[config.mk]
export PLATFORM = sky130hd
export DESIGN_NAME = wiper_register_pair
export DESIGN_NICKNAME = d
export VERILOG_FILES = /design/src/common/wiper_pair_pkg.sv /design/src/logic/wiper_register_pair.sv
export SDC_FILE = /design/constraint.sdc
export NUM_CORES = 1
export LEC_CHECK = 0
export ABC_AREA = 1
export ABC_CLOCK_PERIOD_IN_PS = 1900
export BUFFER_PORTS_ARGS = -buffer_cell sky130_fd_sc_hd__clkbuf_2
export CORE_MARGIN = 2
export CORE_UTILIZATION = 35
export CTS_BUF_LIST = sky130_fd_sc_hd__clkbuf_2 sky130_fd_sc_hd__clkbuf_4 sky130_fd_sc_hd__clkbuf_8
export CTS_CLUSTER_SIZE = 24
export DETAILED_ROUTE_END_ITERATION = 16
export GPL_TIMING_DRIVEN = 0
export PLACE_DENSITY = 0.5
export SLEW_MARGIN = 20
export SYNTH_ARGS = -nofsm -noshare
export SYNTH_HDL_FRONTEND = slang
export SYNTH_SLANG_ARGS = --single-unit
[constraint.sdc]
create_clock -name clk -period 1.9 [get_ports clk]
set_input_delay 0.095 -clock clk [delete_from_list [all_inputs] [get_ports clk]]
set_output_delay 0.095 -clock clk [all_outputs]
set_load 0.005 [all_outputs]
[src/common/wiper_pair_pkg.sv]
// constants and types for the addressable wiper register pair
package wiper_pair_pkg;

  localparam int          DATA_W        = 8;
  localparam int          SEL_W         = 3;
  localparam int          CODE_W        = 4;
  localparam int          CNT_W         = 4;
  // bit counter values inside one byte slot
  localparam logic [3:0]  CNT_LAST_BIT  = 4'h7;
  localparam logic [3:0]  CNT_ACK       = 4'h8;
  localparam logic [3:0]  CNT_DONE      = 4'h9;
  // control byte layout
  localparam int          CODE_MSB      = 7;
  localparam int          CODE_LSB      = 4;
  localparam int          SEL_MSB       = 3;
  localparam int          SEL_LSB       = 1;
  localparam int          DIR_BIT       = 0;
  localparam logic        DIR_READ      = 1'b1;
  // register reset values and register index codes
  localparam logic [7:0]  WIPER_RESET   = 8'h00;
  localparam logic [7:0]  SCRATCH_RESET = 8'h00;
  localparam logic        REG_SCRATCH   = 1'b0;
  localparam logic        REG_WIPER     = 1'b1;

  typedef enum logic [2:0] {
    ST_IDLE,
    ST_ADDR,
    ST_WRITE,
    ST_READ
  } link_state_t;

  typedef struct packed {
    logic        scl_s1;
    logic        scl_s2;
    logic        scl_d;
    logic        sda_s1;
    logic        sda_s2;
    logic        sda_d;
    logic [2:0]  sel_s1;
    logic [2:0]  sel_s2;
    link_state_t state;
    logic [3:0]  bit_cnt;
    logic [7:0]  shift;
    logic        rw;
    logic        reg_idx;
    logic [7:0]  scratch;
    logic [7:0]  wiper;
    logic        sda_oe_n;
    logic        sda_out;
  } pot_state_t;

endpackage

[src/logic/wiper_register_pair.sv]
// two-wire slave holding the scratch byte and the wiper position byte
//
// What this block does
// - exactly two 8-bit registers, both written and read over the link
// - scratch byte only stores the last written value
// - wiper byte directly selects one of 256 taps
// - 00h selects low terminal, FFh one step below high terminal
// - wiper clears to 00h at power-up until written
// - three select pins give the device its bus address bits
// - link is one two-way data line and a master-driven clock
// - control byte is device code, three select bits, direction bit
// - direction bit one means read, zero means write
// - reads return scratch byte first, then wiper byte, MSB first
// - every byte travels most significant bit first, both directions
`timescale 1ns/10ps
module wiper_register_pair
  import wiper_pair_pkg::*;
#(
  // device-type code, value arbitrary
  parameter logic [3:0] DEVICE_CODE = 4'b1010
) (
  input  wire logic             clk,
  input  wire logic             rst_b,
  input  wire logic             scl_in,
  input  wire logic             sda_in,
  output logic                  sda_out,
  output logic                  sda_oe_n,
  input  wire logic [SEL_W-1:0] bus_select_pins,
  output logic [DATA_W-1:0]     wiper_tap
);

  pot_state_t state_reg;
  pot_state_t state_next;

  logic             scl_rise;
  logic             scl_fall;
  logic             start_seen;
  logic             stop_seen;
  logic [7:0]       rx_byte;
  logic             addr_hit;

  assign scl_rise   = state_reg.scl_s2 & ~state_reg.scl_d;
  assign scl_fall   = ~state_reg.scl_s2 & state_reg.scl_d;
  assign start_seen = state_reg.scl_s2 & state_reg.scl_d
                      & state_reg.sda_d & ~state_reg.sda_s2;
  assign stop_seen  = state_reg.scl_s2 & state_reg.scl_d
                      & ~state_reg.sda_d & state_reg.sda_s2;
  assign rx_byte    = {state_reg.shift[6:0], state_reg.sda_s2};
  // code, then select bits matched against the pins
  assign addr_hit   = (rx_byte[CODE_MSB:CODE_LSB] == DEVICE_CODE)
                      && (rx_byte[SEL_MSB:SEL_LSB] == state_reg.sel_s2);

  always_comb begin
    state_next        = state_reg;
    // clock and data pins are foreign, so two flops each
    state_next.scl_s1 = scl_in;
    state_next.scl_s2 = state_reg.scl_s1;
    state_next.scl_d  = state_reg.scl_s2;
    state_next.sda_s1 = sda_in;
    state_next.sda_s2 = state_reg.sda_s1;
    state_next.sda_d  = state_reg.sda_s2;
    // select pins may change while powered, so track them
    state_next.sel_s1 = bus_select_pins;
    state_next.sel_s2 = state_reg.sel_s1;
    state_next.sda_out = 1'b0;

    // start and stop win over any bit activity in the same cycle
    if (start_seen) begin
      state_next.state    = ST_ADDR;
      state_next.bit_cnt  = '0;
      state_next.sda_oe_n = 1'b1;
    end else if (stop_seen) begin
      state_next.state    = ST_IDLE;
      state_next.sda_oe_n = 1'b1;
    end else if (scl_rise && state_reg.state != ST_IDLE) begin
      if (state_reg.bit_cnt != CNT_DONE) begin
        state_next.bit_cnt = state_reg.bit_cnt + 4'h1;
      end
      case (state_reg.state)
        ST_ADDR: begin
          if (state_reg.bit_cnt < CNT_ACK) begin
            state_next.shift = rx_byte;
          end
          if (state_reg.bit_cnt == CNT_LAST_BIT) begin
            if (addr_hit) begin
              // low bit picks read or write
              state_next.rw      = rx_byte[DIR_BIT];
              state_next.reg_idx = REG_SCRATCH;
            end else begin
              state_next.state = ST_IDLE;
            end
          end
        end
        ST_WRITE: begin
          if (state_reg.bit_cnt < CNT_ACK) begin
            state_next.shift = rx_byte;
          end
          // commit only once the whole byte is in
          if (state_reg.bit_cnt == CNT_LAST_BIT) begin
            state_next.reg_idx = ~state_reg.reg_idx;
            // scratch byte just holds the value
            if (state_reg.reg_idx == REG_SCRATCH) begin
              state_next.scratch = rx_byte;
            end else begin
              // byte value is the tap number
              state_next.wiper = rx_byte;
            end
          end
        end
        ST_READ: begin
          // a master nack ends the read; wait for stop
          if (state_reg.bit_cnt == CNT_ACK && state_reg.sda_s2) begin
            state_next.state = ST_IDLE;
          end
        end
        default: state_next.state = ST_IDLE;
      endcase
    end else if (scl_fall && state_reg.state != ST_IDLE) begin
      case (state_reg.state)
        ST_ADDR, ST_WRITE: begin
          if (state_reg.bit_cnt == CNT_ACK) begin
            state_next.sda_oe_n = 1'b0;
          end else if (state_reg.bit_cnt == CNT_DONE) begin
            state_next.bit_cnt = '0;
            if (state_reg.state == ST_ADDR && state_reg.rw == DIR_READ) begin
              state_next.state    = ST_READ;
              state_next.shift    = state_reg.scratch;
              state_next.sda_oe_n = state_reg.scratch[7];
              state_next.reg_idx  = REG_WIPER;
            end else begin
              state_next.state    = ST_WRITE;
              state_next.sda_oe_n = 1'b1;
            end
          end
        end
        ST_READ: begin
          if (state_reg.bit_cnt == CNT_ACK) begin
            state_next.sda_oe_n = 1'b1;
          end else if (state_reg.bit_cnt == CNT_DONE) begin
            // alternate scratch and wiper while the master acks
            state_next.bit_cnt = '0;
            state_next.reg_idx = ~state_reg.reg_idx;
            if (state_reg.reg_idx == REG_WIPER) begin
              state_next.shift    = state_reg.wiper;
              state_next.sda_oe_n = state_reg.wiper[7];
            end else begin
              state_next.shift    = state_reg.scratch;
              state_next.sda_oe_n = state_reg.scratch[7];
            end
          end else if (state_reg.bit_cnt != '0) begin
            // next lower bit goes out after each clock
            state_next.shift    = {state_reg.shift[6:0], 1'b0};
            state_next.sda_oe_n = state_reg.shift[6];
          end
        end
        default: state_next.state = ST_IDLE;
      endcase
    end

    if (state_next.state == ST_IDLE) begin
      state_next.sda_oe_n = 1'b1;
    end
  end

  always_ff @(posedge clk) begin
    if (!rst_b) begin
      state_reg          <= '0;
      state_reg.scl_s1   <= 1'b1;
      state_reg.scl_s2   <= 1'b1;
      state_reg.scl_d    <= 1'b1;
      state_reg.sda_s1   <= 1'b1;
      state_reg.sda_s2   <= 1'b1;
      state_reg.sda_d    <= 1'b1;
      state_reg.state    <= ST_IDLE;
      state_reg.sda_oe_n <= 1'b1;
      state_reg.scratch  <= SCRATCH_RESET;
      // wiper starts at the low terminal
      state_reg.wiper    <= WIPER_RESET;
    end else begin
      state_reg <= state_next;
    end
  end

  // tap number drives the array select as is
  assign wiper_tap = state_reg.wiper;
  assign sda_oe_n  = state_reg.sda_oe_n;
  assign sda_out   = state_reg.sda_out;
endmodule

==> flow_summary.toml, run 1 <==
[run_status]
status = "completed"

[finish]
final_common_cell = "nand2_1"
area_growth_pct = 17.0
fin_util = 0.422
diodes = 0
largest_reg_flops = 22
final_cell_mix = "nand2_1 (74), nor2_1 (49), dfxtp_1 (42), inv_1 (36), o21ai_0 (33)"
layout-drive-gt1-share = 0.243
final_net_count = 424
finalNonFillerCells = 514

[setup_path]
startpoint = "state_reg[29]$_SDFFE_PP0P_"
r2r-start = "state_reg[29]$_SDFFE_PP0P_"
required_ns = 2.11
crit_slowest_cell = "dfxtp_2"
crit_chain = "inv_1, ha_1, nand3_4, buf_6, clkinvlp_4, nand3_1, nand2_1, a22oi_1, nand3_1, nand2_1, nor2_1"
crit_fanout = 10
critical_path_arrival_ns = 1.98
crit_path_start_kind = "register"
max_stage_delay_ns = 0.36
end_kind = "register"
critPathKind = "register to register"
cpLargestDelayFamily = "simple AND/OR/NAND/NOR gates"
crit_buf_inv = 3

[pwr]
power.static_leakage_nw = 1.38
internal-power_mw = 1.29
power.density_nw_per_um2 = 568
power_frac_clock = 0.374
p_comb_frac = 0.070
vdd_drop_max_uv = 280
p_sw_frac = 0.257
switching_power_uw = 446
p_seq_frac = 0.556

[placed_design]
finalWeightedCongestion = 0.819
io_buffers = 14
dp_hpwl_um = 4720
post-place-cells = 493
place_ws_ns = -0.0692

[cts]
cts_made_buffers = 5
cts_tree = "built"
clk_latency_ns = 0.31
h-tree-depth = 2
cts_root_buffer = "clkbuf_8"
clock-sinks = 45
clk_path_buf_depth = 2
path_clk_slew_ns = 0.09

[synthesis]
postSynthAreaPerCell_um2 = 6.88
synth-seq-cells = 45
synthesis.nets = 390
syn_area_um2 = 2610
syn_inst = 380
yosysSeqAreaShare = 0.345
yosys.cell_types.count = 32
ys.flop_type = "dfxtp_1"
yosysWarnings = 0
synth_edf_count = 0
ys_async_sr_fraction = 0

[sta]
relSlewSlack = 0.537
fin_setup_tns_ns = 0
max_freq_ghz = 0.567
period_needed_ns = 1.76
final.setup.worst_slack_ns = 0.137
tightest_slew_ns = 0.695
post-route-period-util = 0.928
hold_viol = 0
whs_ns = 0.181
setup_viol = 0
finalMaxSlewViolations = 0
fin_skew_ns = 0.00732

[min_path]
min-delay-start = "rst_b"
hold_path.class = "input pin to register"

[floorplanning]
rows = 31
ios = 17
initial_core_util = 0.360
die_w_um = 90.4
dieArea_um2 = 8170
fp.dieH_um = 90.4
coreArea_um2 = 7250

[global_routing]
grt-ovfl-total = 0
grt_max_degree = 14
grt_util_met1 = 0.255
antenna_found_initial = 0
grt_pass1_wl_um = 11400
gr-usage-met2 = 0.271
busiest_layer = "met2"
met3_usage = 0.0250
grtUsageTotal = 0.176
grt_pass1_vias = 2156

[route]
vias_per_cell = 4.82
ant_nets = 0
wl_um = 6960
drt-initial-drc-count = 200
drc = 0
vias = 2475
wl_per_cell_um = 13.5
drt-pass1-iter-count = 5

[flow_run]
max-cap-violations = 0
## final cells by class
| cell class | count | area (um2) |
|---|---|---|
| buffer | 24 | 176 |
| clock buffer | 7 | 83.8 |
| clock inverter | 1 | 7.51 |
| fill | 778 | 4190 |
| inverter | 41 | 158 |
| multi-input combinational | 270 | 1430 |
| sequential | 45 | 905 |
| tap | 99 | 124 |
| timing repair buffer | 27 | 180 |
## metal layers
metal  routed length [um]  up-vias
li1                     -     1293
met1                 3400     1128
met2                 3190       47
met3                  277        7
met4                   93        0
met5                    0        -
## cell families after synthesis
family	after synthesis	synth area share
buffers and inverters	65	0.121
adder cells (fa/ha/maj)	3	0.0144
flip-flops	45	0.345
AND/OR/NAND/NOR	194	0.361
XOR/XNOR	1	0.00335
AO/OA/AOI/OAI	71	0.154
other	1	0.00143
## metrics by stage
step / power (mW) / cell area (um2)
after floorplan: 1.07 / 2610
after global placement: 1.10 / 2810
after detailed placement: 1.10 / 2810
after CTS: 1.76 / 2990
after global routing: 1.81 / 3060
final: 1.74 / 3060
## synthesized netlist by cell type (4+ instances only)
master	count	area (um2)
nor3_1	7	35.0
nor2_1	49	184
o21ai_0	35	175
buf_4	11	82.6
nor2_4	4	45.0
a211oi_1	6	45.0
nand2_1	74	278
nand2_2	10	62.6
inv_2	4	15.0
dfxtp_1	45	901
nor2_2	8	50.1
a21oi_1	23	115
buf_2	7	35.0
nand4_1	8	50.1
inv_1	37	139
or2_2	4	25.0
nand3_1	21	105
## path summary, 6_finish.rpt
path | end | slack (ns) | cells past startpoint
max | rx_byte[1]$_SDFFE_PN0P_ | 0.14 | 11
min | state_reg[11]$_SDFFE_PN0P_ | 0.18 | 3
max reg2reg | rx_byte[1]$_SDFFE_PN0P_ | 0.14 | 11
min reg2reg | state_reg[35]$_SDFF_PN0_ | 0.42 | 2
## worst reg2reg max path, delay by kind of cell, from the launching register on
kind	cells	cell delay, ns
flops	1	0.36
buf+inv	3	0.43
simple gates	6	0.52
compound gates	1	0.13
fa+ha+maj	1	0.23
## power groups by stage
stage / Sequential (mW) / Clock, mW / Combinational [mW]
global route: 0.968 / 0.708 / 0.137
detailed placement: 0.988 / 0 / 0.112
floorplan: 0.986 / 0 / 0.0834
CTS: 0.966 / 0.672 / 0.120
global placement: 0.988 / 0 / 0.111
finish: 0.965 / 0.650 / 0.121
## repair_timing
| item | CTS | global route |
|---|---|---|
| hold buffers | 5 | 0 |
| gates resized for setup | 3 | 15 |
| endpoints found under the hold margin | 5 | 0 |
| pin swaps | 2 | 3 |
| gates cloned | 0 | 0 |
| endpoints found under the setup margin | 16 | 29 |
| buffers inserted | 4 | 4 |
No activity file was read; power rests on OpenSTA's default activity.
==> run 2: changes to the inputs <==
--- a/config.mk
+++ b/config.mk
@@ -15,6 +15,7 @@
 export DETAILED_ROUTE_END_ITERATION = 16
 export GPL_TIMING_DRIVEN = 0
 export PLACE_DENSITY = 0.5
+export REMOVE_ABC_BUFFERS = 1
 export SLEW_MARGIN = 20
 export SYNTH_ARGS = -nofsm -noshare
 export SYNTH_HDL_FRONTEND = slang
==> run 2 against run 1 <==
  * Sequential share of layout area grew 0.58 points
  * Routed wire length decreased by 2.8%
  * Clock skew is 0.0051 ns higher
  * Largest power group unchanged
  * Non-clock buffer count decreased by 15
  * Register-to-register slack about the same
  * Global-route usage down 1.7 points
  * Power is 1.4% lower
==> flow_summary.toml, run 2 (synthesis gave the netlist of run 1 again) <==
[min_path]
min-delay-start = "rst_b"
hold_path.class = "input pin to register"
hold_depth = 2

[setup_path]
r2r_end = "sda_oe_n$_SDFFE_PP1P_"
reg2reg_depth = 12
startpoint = "state_reg[29]$_SDFFE_PP0P_"
end_kind = "register"
critical_path_arrival_ns = 1.98
crit_path_start_kind = "register"
crit_end = "sda_oe_n$_SDFFE_PP1P_"
r2r-start = "state_reg[29]$_SDFFE_PP0P_"
critPathKind = "register to register"
crit_fanout = 8
r2r_slack_ns = 0.12
required_ns = 2.10

[finish]
final_common_cell = "nand2_1"
largest_reg_flops = 22
fin_util = 0.414
final_net_count = 410
diodes = 0
area_growth_pct = 14.9
design_area_um2 = 3000
layout-drive-gt1-share = 0.227
final_cell_mix = "nand2_1 (74), nor2_1 (49), dfxtp_1 (41), inv_1 (35), o21ai_0 (34)"
fillCellCount = 764

[route]
wl_um = 6770
vias = 2429
drc = 0
drt-initial-drc-count = 134
wl_per_cell_um = 13.5
ant_nets = 0
drt-pass1-iter-count = 4
vias_per_cell = 4.86

[floorplanning]
dieArea_um2 = 8170
coreArea_um2 = 7250
initial_core_util = 0.360
rows = 31
ios = 17
die_w_um = 90.4
fp.dieH_um = 90.4

[global_routing]
grt_pass1_wl_um = 10400
grt_pass1_vias = 2163
grt_max_degree = 28
antenna_found_initial = 0
grtUsageTotal = 0.159
grt-ovfl-total = 0

[cts]
h-tree-depth = 2
cts_root_buffer = "clkbuf_8"
cts_made_buffers = 5
cts_tree = "built"
clk_path_buf_depth = 2
path_clk_slew_ns = 0.09
clock-sinks = 45
clk_latency_ns = 0.31

[pwr]
power_mw = 1.71
power.density_nw_per_um2 = 570
internal-power_mw = 1.26
power_frac_clock = 0.367
switching_power_uw = 452
power.static_leakage_nw = 1.28
p_seq_frac = 0.565
vdd_drop_max_uv = 356
p_sw_frac = 0.264
p_comb_frac = 0.068

[placed_design]
place_ws_ns = -0.318
finalWeightedCongestion = 0.805
dp_hpwl_um = 4190
placed_area_um2 = 2650
io_buffers = 15

[run_status]
status = "completed"

[sta]
fin_skew_ns = 0.0124
fin_setup_tns_ns = 0
setup_viol = 0
relSlewSlack = 0.620
finalMaxSlewViolations = 0
max_freq_ghz = 0.563
post-route-period-util = 0.936
period_needed_ns = 1.78
hold_viol = 0
tightest_slew_ns = 0.569
final.setup.worst_slack_ns = 0.123

[flow_run]
max-cap-violations = 0
## run 2: cell types whose count changed in the layout (fill, tap and decap cells not counted), moves of 2 or more
cell	change
buf_2	-5
nand2_8	+2
clkbuf_1	-2
clkbuf_4	-3
buf_6	-4
buf_4	-3
## run 2: what timing repair did
item | in CTS | in global routing
endpoints found under the hold margin | 5 | 0
cloned | 0 | 1
setup endpoints to repair | 31 | 24
gates resized for setup | 5 | 14
pin swaps | 4 | 2
hold buffers | 5 | 0
setup buffers | 9 | 7
## run 2: metrics by stage
step | instances | hold slack, ns
finish | 500 | 0.323
global route | 500 | 0.366
CTS | 492 | 0.339
detailed placement | 470 | 0.282
global placement | 470 | 0.275
floorplan | 356 | 0.164
## run 2: final cells by class
class	count	area [um2]	share of cell area
multi-input cells	271	1470	0.491
clock buffers	5	68.8	0.0229
flip-flops and latches	45	906	0.302
well taps	99	124	0.0412
inverters	41	161	0.0537
repair buffers	36	249	0.0829
clock inverters	3	21.3	0.00708
## run 2: power groups by stage
stage,Sequential (mW),Clock (mW),Combinational (mW)
floorplan,0.986,0,0.0730
global placement,0.988,0,0.105
detailed placement,0.988,0,0.105
CTS,0.966,0.652,0.114
global route,0.968,0.693,0.132
finish,0.966,0.628,0.117
## run 2: worst min-delay path by stage
stage | to
CTS | state_reg[41]$_SDFF_PN1_
global route | state_reg[44]$_SDFF_PN1_
global placement | state_next[37]$_SDFF_PN0_
floorplan | state_reg[44]$_SDFF_PN1_
detailed placement | state_next[37]$_SDFF_PN0_
finish | state_reg[44]$_SDFF_PN1_
## run 2: metal layers
layer / wire (um) / vias up / track usage
li1: - / 1261 / -
met1: 3330 / 1109 / 0.218
met2: 3120 / 49 / 0.247
met3: 214 / 10 / 0.0275
met4: 104 / 0 / 0.0641
met5: 0 / - / 0
## run 2: worst max-delay path, cell delays in order (launching register included)
cell,delay (ns)
dfxtp_1,0.35
inv_1,0.12
ha_4,0.18
nand3_4,0.16
nor2_4,0.18
buf_6,0.16
nand2_1,0.05
nand2_1,0.06
nand3_1,0.07
nand2_1,0.09
o21ai_0,0.10
nand3_1,0.10
nand2_1,0.05
